**src/rafe_consts.svh**
```systemverilog
// Constants for the rectangular area fill engine: register map, fields, resets
`ifndef RAFE_CONSTS_SVH
`define RAFE_CONSTS_SVH

// Register word offsets on the byte address bus
`define RAFE_OFS_CTRL 8'h00
`define RAFE_OFS_DADDR 8'h04
`define RAFE_OFS_DYDX 8'h08
`define RAFE_OFS_COLOR 8'h0C
`define RAFE_OFS_DPTCH 8'h10
`define RAFE_OFS_OFFSET 8'h14
`define RAFE_OFS_DEST_PITCH_CONVERSION 8'h18
`define RAFE_OFS_STATUS 8'h1C

// Control register fields
`define RAFE_CTRL_START_BIT 0
`define RAFE_CTRL_LINEAR_BIT 1
`define RAFE_CTRL_PP_LSB 2
`define RAFE_CTRL_PP_MSB 5
`define RAFE_CTRL_PSZ_LSB 6
`define RAFE_CTRL_PSZ_MSB 8

// Status register fields
`define RAFE_STAT_BUSY_BIT 0
`define RAFE_STAT_ROW_LSB 16

// Reset values
`define RAFE_RST_CTRL 32'h0000_0080
`define RAFE_RST_DADDR 32'h0000_0000
`define RAFE_RST_DYDX 32'h0000_0000
`define RAFE_RST_COLOR 32'h0000_0000
`define RAFE_RST_DPTCH 32'h0000_1000
`define RAFE_RST_OFFSET 32'h0000_0000
`define RAFE_RST_DEST_PITCH_CONVERSION 32'h0000_0000

`endif

```
**src/rafe_pkg.sv**
```systemverilog
// Types shared by the rectangular area fill engine
package rafe_pkg;
    typedef enum logic [1:0] {
        RAFE_S_IDLE,
        RAFE_S_READ,
        RAFE_S_WAIT,
        RAFE_S_STEP
    } rafe_state_e;

    typedef logic [3:0] rafe_pp_t;
    typedef logic [2:0] rafe_psz_t;
endpackage : rafe_pkg
```
**src/rafe_fill_engine.sv**
```systemverilog
// Rectangular area fill engine: register port, fill sequencer and frame buffer master
//
// The register offsets and the plain strobed port were left to the implementer.
`timescale 1ns/1ps
`include "rafe_consts.svh"
module rafe_fill_engine (
    input wire logic core_clk_i,
    input wire logic reset_n_i,
    input wire logic [7:0] reg_addr_i,
    input wire logic [31:0] reg_wdata_i,
    input wire logic reg_wr_i,
    input wire logic reg_rd_i,
    output logic [31:0] reg_rdata_o,
    output logic busy_o,
    output logic [26:0] mem_addr_o,
    output logic mem_rd_o,
    input wire logic [31:0] mem_rdata_i,
    input wire logic mem_rvalid_i,
    output logic mem_wr_o,
    output logic [31:0] mem_wdata_o,
    output logic [31:0] mem_wmask_o
);
    import rafe_pkg::*;

    rafe_state_e state_r, state_nxt;
    logic [31:0] ctrl_r, ctrl_nxt;
    logic [31:0] daddr_r, daddr_nxt;
    logic [31:0] dydx_r, dydx_nxt;
    logic [31:0] colour_r, colour_nxt;
    logic [31:0] dptch_r, dptch_nxt;
    logic [31:0] offset_r, offset_nxt;
    logic [31:0] dest_pitch_conversion_r, dest_pitch_conversion_nxt;
    logic [31:0] row_addr_r, row_addr_nxt;
    logic [31:0] pix_addr_r, pix_addr_nxt;
    logic [15:0] x_cnt_r, x_cnt_nxt;
    logic [15:0] y_cnt_r, y_cnt_nxt;
    logic [31:0] rdata_r, rdata_nxt;
    logic [26:0] mem_addr_r, mem_addr_nxt;
    logic mem_rd_r, mem_rd_nxt;
    logic mem_wr_r, mem_wr_nxt;
    logic [31:0] mem_wdata_r, mem_wdata_nxt;
    logic [31:0] mem_wmask_r, mem_wmask_nxt;

    logic [31:0] op_result;
    logic [15:0] width;
    logic [15:0] height;
    logic [15:0] start_x;
    logic [15:0] start_y;
    rafe_pp_t pp_sel;
    rafe_psz_t psz_log;
    logic [5:0] pix_bits;
    logic [32:0] mask_wide;
    logic [31:0] pix_mask;
    logic [31:0] xy_start;
    logic [31:0] start_addr;
    logic [31:0] y_term;
    logic start_req;
    logic busy;
    logic [31:0] mode_word;
    rafe_psz_t start_psz;

    // Field extraction from the operand registers
    assign height = dydx_r[31:16];
    assign width = dydx_r[15:0];
    assign start_y = daddr_r[31:16];
    assign start_x = daddr_r[15:0];
    assign pp_sel = ctrl_r[`RAFE_CTRL_PP_MSB:`RAFE_CTRL_PP_LSB];
    assign psz_log = ctrl_r[`RAFE_CTRL_PSZ_MSB:`RAFE_CTRL_PSZ_LSB];
    assign busy = (state_r != RAFE_S_IDLE);
    assign start_req = reg_wr_i && (reg_addr_i == `RAFE_OFS_CTRL) && reg_wdata_i[`RAFE_CTRL_START_BIT];

    // The starting write carries the new mode; the control register only holds it one cycle later
    assign mode_word = start_req ? reg_wdata_i : ctrl_r;
    assign start_psz = mode_word[`RAFE_CTRL_PSZ_MSB:`RAFE_CTRL_PSZ_LSB];

    // Pixel size in bits, capped at a full word
    assign pix_bits = (psz_log > 3'd5) ? 6'd32 : 6'(6'd1 << psz_log);

    // Mask of the current pixel within its word; other pixels stay untouched
    assign mask_wide = (33'h0_0000_0001 << pix_bits) - 33'h0_0000_0001;
    assign pix_mask = mask_wide[31:0] << pix_addr_r[4:0];

    // Coordinate start: offset plus Y rows of pitch plus X pixels
    assign y_term = 32'(dptch_r * {16'h0000, start_y});
    assign xy_start = offset_r + y_term + 32'({16'h0000, start_x} << start_psz);
    assign start_addr = mode_word[`RAFE_CTRL_LINEAR_BIT] ? daddr_r : xy_start;

    // Colour pattern aligned to the word, so each pixel sees its own colour bits
    rafe_pixel_op u_pixel_op (
        .op_i(pp_sel),
        .src_i(colour_r),
        .dst_i(mem_rdata_i),
        .res_o(op_result)
    );

    // Register file, read port and fill sequencer next-state logic
    always_comb begin
        state_nxt = state_r;
        ctrl_nxt = ctrl_r;
        daddr_nxt = daddr_r;
        dydx_nxt = dydx_r;
        colour_nxt = colour_r;
        dptch_nxt = dptch_r;
        offset_nxt = offset_r;
        dest_pitch_conversion_nxt = dest_pitch_conversion_r;
        row_addr_nxt = row_addr_r;
        pix_addr_nxt = pix_addr_r;
        x_cnt_nxt = x_cnt_r;
        y_cnt_nxt = y_cnt_r;
        rdata_nxt = 32'h0000_0000;
        mem_addr_nxt = mem_addr_r;
        mem_rd_nxt = 1'b0;
        mem_wr_nxt = 1'b0;
        mem_wdata_nxt = mem_wdata_r;
        mem_wmask_nxt = mem_wmask_r;

        // Writes are ignored while a fill runs, so the operands cannot shift under it
        if (reg_wr_i && !busy) begin
            case (reg_addr_i)
                `RAFE_OFS_CTRL: ctrl_nxt = {23'h00_0000, reg_wdata_i[8:1], 1'b0};
                `RAFE_OFS_DADDR: daddr_nxt = reg_wdata_i;
                `RAFE_OFS_DYDX: dydx_nxt = reg_wdata_i;
                `RAFE_OFS_COLOR: colour_nxt = reg_wdata_i;
                `RAFE_OFS_DPTCH: dptch_nxt = reg_wdata_i;
                `RAFE_OFS_OFFSET: offset_nxt = reg_wdata_i;
                `RAFE_OFS_DEST_PITCH_CONVERSION: dest_pitch_conversion_nxt = reg_wdata_i;
                default: ;
            endcase
        end

        // Read data stand one cycle after the strobe; unmapped reads return zero
        if (reg_rd_i) begin
            case (reg_addr_i)
                `RAFE_OFS_CTRL: rdata_nxt = ctrl_r;
                `RAFE_OFS_DADDR: rdata_nxt = daddr_r;
                `RAFE_OFS_DYDX: rdata_nxt = dydx_r;
                `RAFE_OFS_COLOR: rdata_nxt = colour_r;
                `RAFE_OFS_DPTCH: rdata_nxt = dptch_r;
                `RAFE_OFS_OFFSET: rdata_nxt = offset_r;
                `RAFE_OFS_DEST_PITCH_CONVERSION: rdata_nxt = dest_pitch_conversion_r;
                `RAFE_OFS_STATUS: rdata_nxt = {y_cnt_r, 15'h0000, busy};
                default: rdata_nxt = 32'h0000_0000;
            endcase
        end

        case (state_r)
            RAFE_S_IDLE: begin
                // An empty rectangle touches no memory at all
                if (start_req && (width != 16'h0000) && (height != 16'h0000)) begin
                    row_addr_nxt = start_addr;
                    pix_addr_nxt = start_addr;
                    x_cnt_nxt = 16'h0000;
                    y_cnt_nxt = 16'h0000;
                    state_nxt = RAFE_S_READ;
                end
            end
            RAFE_S_READ: begin
                mem_addr_nxt = pix_addr_r[31:5];
                mem_rd_nxt = 1'b1;
                state_nxt = RAFE_S_WAIT;
            end
            RAFE_S_WAIT: begin
                // Read-modify-write keeps neighbouring pixels in the same word intact
                if (mem_rvalid_i) begin
                    mem_wdata_nxt = op_result;
                    mem_wmask_nxt = pix_mask;
                    mem_wr_nxt = 1'b1;
                    state_nxt = RAFE_S_STEP;
                end
            end
            RAFE_S_STEP: begin
                if (x_cnt_r == 16'(width - 16'h0001)) begin
                    x_cnt_nxt = 16'h0000;
                    y_cnt_nxt = 16'(y_cnt_r + 16'h0001);
                    row_addr_nxt = row_addr_r + dptch_r;
                    pix_addr_nxt = row_addr_r + dptch_r;
                    if (y_cnt_r == 16'(height - 16'h0001)) begin
                        // Start register left at the next row start, not preserved
                        daddr_nxt = row_addr_r + dptch_r;
                        state_nxt = RAFE_S_IDLE;
                    end else begin
                        state_nxt = RAFE_S_READ;
                    end
                end else begin
                    x_cnt_nxt = 16'(x_cnt_r + 16'h0001);
                    pix_addr_nxt = pix_addr_r + {26'h000_0000, pix_bits};
                    state_nxt = RAFE_S_READ;
                end
            end
            default: state_nxt = RAFE_S_IDLE;
        endcase
    end

    // State registers
    always_ff @(posedge core_clk_i or negedge reset_n_i) begin
        if (!reset_n_i) begin
            state_r <= RAFE_S_IDLE;
            ctrl_r <= `RAFE_RST_CTRL;
            daddr_r <= `RAFE_RST_DADDR;
            dydx_r <= `RAFE_RST_DYDX;
            colour_r <= `RAFE_RST_COLOR;
            dptch_r <= `RAFE_RST_DPTCH;
            offset_r <= `RAFE_RST_OFFSET;
            dest_pitch_conversion_r <= `RAFE_RST_DEST_PITCH_CONVERSION;
            row_addr_r <= 32'h0000_0000;
            pix_addr_r <= 32'h0000_0000;
            x_cnt_r <= 16'h0000;
            y_cnt_r <= 16'h0000;
            rdata_r <= 32'h0000_0000;
            mem_addr_r <= 27'h000_0000;
            mem_rd_r <= 1'b0;
            mem_wr_r <= 1'b0;
            mem_wdata_r <= 32'h0000_0000;
            mem_wmask_r <= 32'h0000_0000;
            busy_o <= 1'b0;
        end else begin
            state_r <= state_nxt;
            ctrl_r <= ctrl_nxt;
            daddr_r <= daddr_nxt;
            dydx_r <= dydx_nxt;
            colour_r <= colour_nxt;
            dptch_r <= dptch_nxt;
            offset_r <= offset_nxt;
            dest_pitch_conversion_r <= dest_pitch_conversion_nxt;
            row_addr_r <= row_addr_nxt;
            pix_addr_r <= pix_addr_nxt;
            x_cnt_r <= x_cnt_nxt;
            y_cnt_r <= y_cnt_nxt;
            rdata_r <= rdata_nxt;
            mem_addr_r <= mem_addr_nxt;
            mem_rd_r <= mem_rd_nxt;
            mem_wr_r <= mem_wr_nxt;
            mem_wdata_r <= mem_wdata_nxt;
            mem_wmask_r <= mem_wmask_nxt;
            busy_o <= (state_nxt != RAFE_S_IDLE);
        end
    end

    // Outputs come straight from flip-flops
    assign reg_rdata_o = rdata_r;
    assign mem_addr_o = mem_addr_r;
    assign mem_rd_o = mem_rd_r;
    assign mem_wr_o = mem_wr_r;
    assign mem_wdata_o = mem_wdata_r;
    assign mem_wmask_o = mem_wmask_r;
endmodule : rafe_fill_engine

```
**src/rafe_pixel_op.sv**
```systemverilog
// Pixel processing operation applied between source pattern and destination word
`timescale 1ns/1ps
module rafe_pixel_op (
    input wire rafe_pkg::rafe_pp_t op_i,
    input wire logic [31:0] src_i,
    input wire logic [31:0] dst_i,
    output logic [31:0] res_o
);
    import rafe_pkg::*;

    // Boolean operations work on whole words; the write mask keeps other pixels
    always_comb begin
        case (op_i)
            4'h0: res_o = src_i;
            4'h1: res_o = src_i & dst_i;
            4'h2: res_o = src_i & ~dst_i;
            4'h3: res_o = 32'h0000_0000;
            4'h4: res_o = src_i | ~dst_i;
            4'h5: res_o = ~(src_i ^ dst_i);
            4'h6: res_o = ~dst_i;
            4'h7: res_o = ~(src_i | dst_i);
            4'h8: res_o = src_i | dst_i;
            4'h9: res_o = dst_i;
            4'hA: res_o = src_i ^ dst_i;
            4'hB: res_o = ~src_i & dst_i;
            4'hC: res_o = 32'hFFFF_FFFF;
            4'hD: res_o = ~src_i | dst_i;
            4'hE: res_o = ~(src_i & dst_i);
            default: res_o = ~src_i;
        endcase
    end
endmodule : rafe_pixel_op

```
**config.mk**
```make
export PLATFORM = sky130hd
export DESIGN_NAME = rafe_fill_engine
export DESIGN_NICKNAME = d
export VERILOG_FILES = /design/src/rafe_pkg.sv /design/src/rafe_fill_engine.sv /design/src/rafe_pixel_op.sv
export VERILOG_INCLUDE_DIRS = /design/src
export SDC_FILE = /design/constraint.sdc
export NUM_CORES = 2
export LEC_CHECK = 0
export ABC_AREA = 1
export BUFFER_PORTS_ARGS = -buffer_cell sky130_fd_sc_hd__buf_2
export CAP_MARGIN = 10
export CORE_ASPECT_RATIO = 0.6
export CORE_MARGIN = 3
export CORE_UTILIZATION = 45
export CTS_BUF_LIST = sky130_fd_sc_hd__clkbuf_8
export CTS_CLUSTER_DIAMETER = 80
export CTS_CLUSTER_SIZE = 28
export DETAILED_ROUTE_END_ITERATION = 10
export HOLD_SLACK_MARGIN = 0.12
export PLACE_DENSITY = 0.63
export SLEW_MARGIN = 20
export SYNTH_ARGS = -nofsm -noshare
export SYNTH_HDL_FRONTEND = slang
export SYNTH_SLANG_ARGS = --single-unit
```
**constraint.sdc**
```tcl
create_clock -name core_clk_i -period 17.3 [get_ports core_clk_i]
set_clock_uncertainty 0.05 [all_clocks]
set_input_delay 0.865 -clock core_clk_i [delete_from_list [all_inputs] [get_ports core_clk_i]]
set_output_delay 0.865 -clock core_clk_i [all_outputs]
set_load 0.03 [all_outputs]
```
; Word level (Yosys, flattened, before mapping)
; Index checks and enable logic that the tools add are counted.
[op_classes]
n_bitwise = 12
n_eq_ne = 28
div = 0
n_mul = 1
mux = 29
magnitude_cmp = 1
shifts = 4
n_addsub = 9
reduce_logical = 23
[op_table]
columns = cell, n
row1 = one-hot mux 32 bit (15 select lines), 1
row2 = two-way mux 32 bit, 10
row3 = one-hot mux 32 bit (8 select lines), 1
row4 = inverter 32 bit, 5
row5 = one-hot mux 32 bit (2 select lines), 2
row6 = adder 32 bit, 3
row7 = AND 32 bit, 3
row8 = OR 32 bit, 3
row9 = one-hot mux 16 bit (2 select lines), 2
row10 = two-way mux 16 bit, 3
row11 = "adder 16 x 1 -> 16 bit, second input constant", 2
row12 = adder 32 x 6 -> 32 bit, 1
row13 = equality test 16 bit, 2
row14 = "equality test 8 x 5 -> 1 bit, second input constant", 4
row15 = multiplier 32 x 16 -> 32 bit, 1
row16 = nonzero test 16 bit, 2
row17 = "<< shifter 1 x 6 -> 32 bit, first input constant", 1
row18 = << shifter 16 x 3 -> 32 bit, 1
row19 = << shifter 32 x 5 -> 32 bit, 1
row20 = "subtractor 16 x 1 -> 16 bit, second input constant", 2
row21 = "subtractor 32 x 1 -> 32 bit, second input constant", 1
row22 = bitwise XOR 32 bit, 1
row23 = "equality test 4 bit, second input constant", 7
row24 = "equality test 4 x 3 -> 1 bit, second input constant", 4
row25 = other kinds (22), 44
[word_totals]
output_inout_bits = 126
memories = 0
ramBits = 0
latchBits = 0
inputBits = 77
romBits = 0
ff_bits = 424

; Longest topological paths before layout
[depth]
word_depth = 9
mapped_depth = 39
mapped_depth_nobuf = 38

; Cells and area by module
; From an unflattened synthesis, not the netlist that was laid out.
[unflattened]
cells_unflattened = 6434
area_unflattened_um2 = 44934.3
[modules_own_cells]
columns = module, instances, area_each_um2, seq_area_each_um2, cells_per_inst
row1 = rafe_fill_engine, 1, 38779.7, 10612.7, 5253
row2 = rafe_pixel_op, 1, 6154.7, 0.0, 1181

; Worst setup path after synthesis
; No wires, ideal clock.
[synth_timing]
path_kind = input -> register
start = input reg_addr_i[0]
end = register row_addr_r[19]
path_slack_ns = 10.424
setup_time_ns = 0.116
n_path_buf = 1
arrival_time_ns = 6.710
stages = 29
path_cell_list = inv_1 > nand2_1 > nor3_1 > nand2_1 > inv_2 > nand3_2 > o21ai_2 > buf_2 > mux2i_1 > mux2i_1 > fa_1 > inv_1 > fa_1 > fa_1 > inv_1 > fa_1 > fa_1 > inv_1 > ha_1 > nand2_1 > o21ai_0 > a21oi_1 > o21ai_0 > a21oi_1 > xnor2_1 > o21ai_0 > o21ai_0 > nand2_1 > nand2_1
[synth_between]
elab_chain_cells = 9
word_cells_on_any_way = 13
classes_between = add/sub (1) / eq/ne (1) / shift (1) / mux (4) / reduce/logical (6)
[synth_rtl]
columns = element, line_no
row1 = from (decl), rafe_fill_engine.sv:9  ; input wire logic [7:0] reg_addr_i,
row2 = logical NOT 8 bit (*), n/a
row3 = logical AND 1 bit (*) (2 in series), rafe_fill_engine.sv:70  ; assign start_req = reg_wr_i && (reg_addr_i == `RAFE_OFS_CTRL) && reg_wdata_i[`RAFE_CTRL_START_BIT];
row4 = two-way mux 9 bit, rafe_fill_engine.sv:73  ; assign mode_word = start_req ? reg_wdata_i : ctrl_r;
row5 = << shifter 16 x 3 -> 32 bit, rafe_fill_engine.sv:85  ; assign xy_start = offset_r + y_term + 32'({16'h0000, start_x} << start_psz);
row6 = adder 32 bit, rafe_fill_engine.sv:85
row7 = two-way mux 32 bit, rafe_fill_engine.sv:86  ; assign start_addr = mode_word[`RAFE_CTRL_LINEAR_BIT] ? daddr_r : xy_start;
row8 = two-way mux 32 bit, rafe_fill_engine.sv:149  ; if (start_req && (width != 16'h0000) && (height != 16'h0000)) begin
row9 = one-hot mux 32 bit (2 select lines), rafe_fill_engine.sv:146  ; case (state_r)
row10 = to (signal assigned), rafe_fill_engine.sv:225  ; row_addr_r <= row_addr_nxt;
row11 = to (decl), rafe_fill_engine.sv:33  ; logic [31:0] row_addr_r, row_addr_nxt;
; Every way passes the cells marked *; elsewhere a longest branch is shown, timed or not. The select of a mux whose other input is x is not followed.
; A chain may end at the register's enable or synchronous reset.

; Worst setup path in the final report
[layout_timing]
start = input reg_addr_i[7]
end = register row_addr_r[19]
; The elaborated chain is that of the path after synthesis.

==> results.json <==
{
  "status": "finished, final reports clean",
  "wl_mm": 175,
  "post-route-min-period_ns": 8.76,
  "whs_ns": 0.383,
  "synth-simple-area-share": 0.206,
  "cpMostUsedCell": "nand2_1",
  "seq_area_frac_synth": 0.250,
  "placed_area_um2": 44600,
  "synth_cell_type_count": 66,
  "routabilityCongestion": 1.09,
  "worst_ir_drop_vdd_uv": 123,
  "avgSynthCellArea_um2": 7.39,
  "grt_max_degree": 156,
  "worst_pin_slew_ns": 1.23,
  "cp_slowest_cell": "o21ai_2",
  "cts_buffers": 20,
  "finalHoldViolations": 0,
  "post-route-period-util": 0.506,
  "timing.fmax_ghz": 0.114,
  "drc": 0,
  "clock_sinks": 424,
  "end_kind": "register",
  "cellLeakagePower_nw": 23.6,
  "rows": 86,
  "synthXorXnorAreaFrac": 0.0301,
  "grt_remaining_overflow": 0,
  "vias_per_cell": 5.84,
  "area_growth_pct": 5.93,
  "cts.reportedPaths.clkPinSlew_ns": 0.19,
  "power_per_cell_area_nw_per_um2": 104,
  "start_util": 0.458,
  "io_pins": 203,
  "crit_type": "in2reg",
  "critical_path_required_ns": 17.82,
  "stdcell_area_um2": 45000,
  "die_area_um2": 98300,
  "clock_tree.root_cell": "clkbuf_8",
  "drv_cap": 0,
  "core_area_um2": 92800,
  "switching_power_mw": 2.61,
  "async_flop_share": 1.00,
  "setup_viol": 0,
  "die_x_um": 403,
  "dp_hpwl_mm": 136,
  "synth_compound_area_frac": 0.151,
  "layout-drive-gt1-share": 0.0668,
  "synth_top_area_frac": 0.248,
  "cts_tree": "built",
  "htreeDepth": 1,
  "grt_usage": 0.353,
  "yosys-top-cells-area": "dfrtp_1, fa_1, nand2_1",
  "postCtsSetupRepairBufs": 0,
  "avgRoutedWirePerCell_um": 25.0,
  "cp.arrival_ns": 9.28,
  "synthAdderAreaFrac": 0.242,
  "rsz0062_at_grt": "no",
  "synth.area.mux_share": 0.00518,
  "swShare": 0.559,
  "critPathMaxFanout": 17,
  "antenna_found_initial": 9,
  "drt_iter0_markers": 5786,
  "grt_pass1_wl_mm": 260,
  "synth_edf_count": 0,
  "cts.path.max_buffers": 3,
  "finalSetupTns_ns": 0,
  "synth_top_family_by_area": "adder cells",
  "clock_power_share": 0.104,
  "yosys_warnings": 0,
  "ant_nets": 0,
  "vias": 41000,
  "die_h_um": 244,
  "rrSetupSlack_ns": 9.39,
  "cp-start-kind": "primary input",
  "syn_area_um2": 42500,
  "slew_violations": 0,
  "post_cts_resized": 0,
  "seq_power_share": 0.286,
  "drt_first_pass_iters": 6,
  "internal-power_mw": 2.07,
  "synth_top_flop_cell": "dfrtp_1",
  "yosysTopAreaCell": "dfrtp_1",
  "pwr-share-comb": 0.610,
  "fill_cells": 9291,
  "insertion_delay_ns": 0.73,
  "min_path_type": "in2reg",
  "critical_path.max_stage_delay_ns": 0.77,
  "layout.nets": 6452,
  "grt_pass1_vias": 38300,
  "synth_nets": 6432,
  "syn_inst": 5748,
  "ys_ff_latch": 424,
  "maxSlewHeadroom": 0.179,
  "hold_buffers": 1,
  "io_buffers": 202
}
[cell usage after synthesis (all sizes together), types with 3 or more instances]
| master | instances |
|---|---|
| nand3 | 150 |
| a211oi | 12 |
| or2 | 14 |
| nand2 | 1460 |
| o2111ai | 14 |
| mux2 | 8 |
| nor4 | 24 |
| a221oi | 79 |
| o41ai | 3 |
| a21oi | 246 |
| o211ai | 27 |
| a2111oi | 15 |
| nand3b | 11 |
| a22o | 4 |
| nor3 | 59 |
| clkinv | 10 |
| mux2i | 13 |
| o221ai | 6 |
| nand4 | 48 |
| o21bai | 11 |
| xnor2 | 34 |
| a31o | 3 |
| clkbuf | 220 |
| inv | 1008 |
| a21o | 12 |
| ha | 249 |
| xor2 | 112 |
| a31oi | 16 |
| nor3b | 3 |
| o31ai | 13 |
| buf | 57 |
| a41oi | 6 |
| o21ai | 535 |
| a22oi | 3 |
| dfrtp | 422 |
| and3 | 3 |
| nor2 | 377 |
| fa | 358 |
| o22ai | 91 |
[worst max-delay path: cells and delay by family]
family	cells	cell delay, ns
fa+ha+maj	6	2.85
compound gates	8	2.48
buf+inv	7	0.80
simple gates	10	2.06
xor+xnor	1	0.20
[final timing paths]
check,start,cells after the start,to
worst max-delay path,reg_addr_i[7],32,row_addr_r[19]
worst min-delay path,reg_rd_i,3,reg_rdata_o[6]
worst max register to register,ctrl_r[6],26,row_addr_r[19]
worst min register to register,mem_wdata_o[26],2,mem_wdata_o[26]
max in group asynchronous,reset_n_i,4,row_addr_r[21]
min in group asynchronous,reset_n_i,2,mem_wdata_o[21]
[area by class of cell]
class / instances / area, um^2 / area share
Timing Repair Buffer: 275 / 1590 / 0.0354
Sequential cell: 424 / 10600 / 0.236
Multi-Input combinational cell: 4029 / 27000 / 0.601
Inverter: 1018 / 3820 / 0.0849
Clock inverter: 15 / 106 / 0.00236
Antenna cell: 5 / 12.5 / 0.000278
Clock buffer: 21 / 289 / 0.00642
Tap cell: 1232 / 1540 / 0.0342
[cell families after synthesis]
family / Yosys count
mux: 21
simple gates: 2153
compound gates: 1101
other cells: 1
xor+xnor: 146
buf+inv: 1295
fa+ha+maj: 607
flops: 424
[cells in the final DEF, fill, tap and decap left out, types with 14 or more instances in the layout]
| cell | netlist | final |
|---|---|---|
| a21oi_1 | 239 | 239 |
| nor4_1 | 24 | 24 |
| nor3_1 | 56 | 56 |
| dfrtp_1 | 422 | 419 |
| inv_1 | 1005 | 1015 |
| o21ai_0 | 502 | 502 |
| a31oi_1 | 16 | 16 |
| buf_4 | 2 | 70 |
| buf_2 | 25 | 201 |
| fa_1 | 358 | 358 |
| o211ai_1 | 27 | 27 |
| nand2_1 | 1455 | 1448 |
| xnor2_1 | 34 | 34 |
| ha_1 | 249 | 247 |
| o21ai_1 | 32 | 32 |
| nor2_1 | 364 | 362 |
| clkbuf_8 | 0 | 21 |
| o22ai_1 | 91 | 91 |
| nand3_1 | 148 | 148 |
| o2111ai_1 | 14 | 14 |
| nand4_1 | 48 | 48 |
| xor2_1 | 112 | 112 |
| a221oi_1 | 79 | 79 |
[layer usage]
metal	up-vias	share of wire	global-route usage
met5	-	0.00068	0.00634
met4	6	0.025	0.0717
met3	248	0.17	0.156
met2	2566	0.36	0.446
met1	20000	0.44	0.540
li1	18200	-	-
[power by group through the flow]
stage | Clock, mW | Sequential [mW] | Combinational (mW)
after floorplan | 0 | 1.39 | 1.69
after global placement | 0 | 1.35 | 2.73
after detailed placement | 0 | 1.35 | 2.74
after CTS | 0.489 | 1.33 | 2.76
after global routing | 0.522 | 1.35 | 3.10
final | 0.485 | 1.34 | 2.86
[sequential cells by signal (all words and copies together) (netlist names), 27 cells and up]
name and count:
colour_r 32, daddr_r 32, dest_pitch_conversion_r 32, dptch_r 32
dydx_r 32, mem_addr_o 27, mem_wdata_o 32, mem_wmask_o 32
offset_r 32, pix_addr_r 32, reg_rdata_o 32, row_addr_r 32
[metrics by stage]
step | cells | setup slack (ns) | power (mW) | util
after floorplan | 5748 | 10.42 | 3.08 | -
after global placement | 6976 | 8.06 | 4.08 | 0.480
after detailed placement | 6976 | 8.17 | 4.09 | 0.480
after CTS | 7013 | 8.86 | 4.58 | 0.485
after global routing | 7017 | 8.04 | 4.97 | 0.485
final | 7019 | 8.54 | 4.68 | 0.485
No activity file was read; power rests on OpenSTA's default activity.
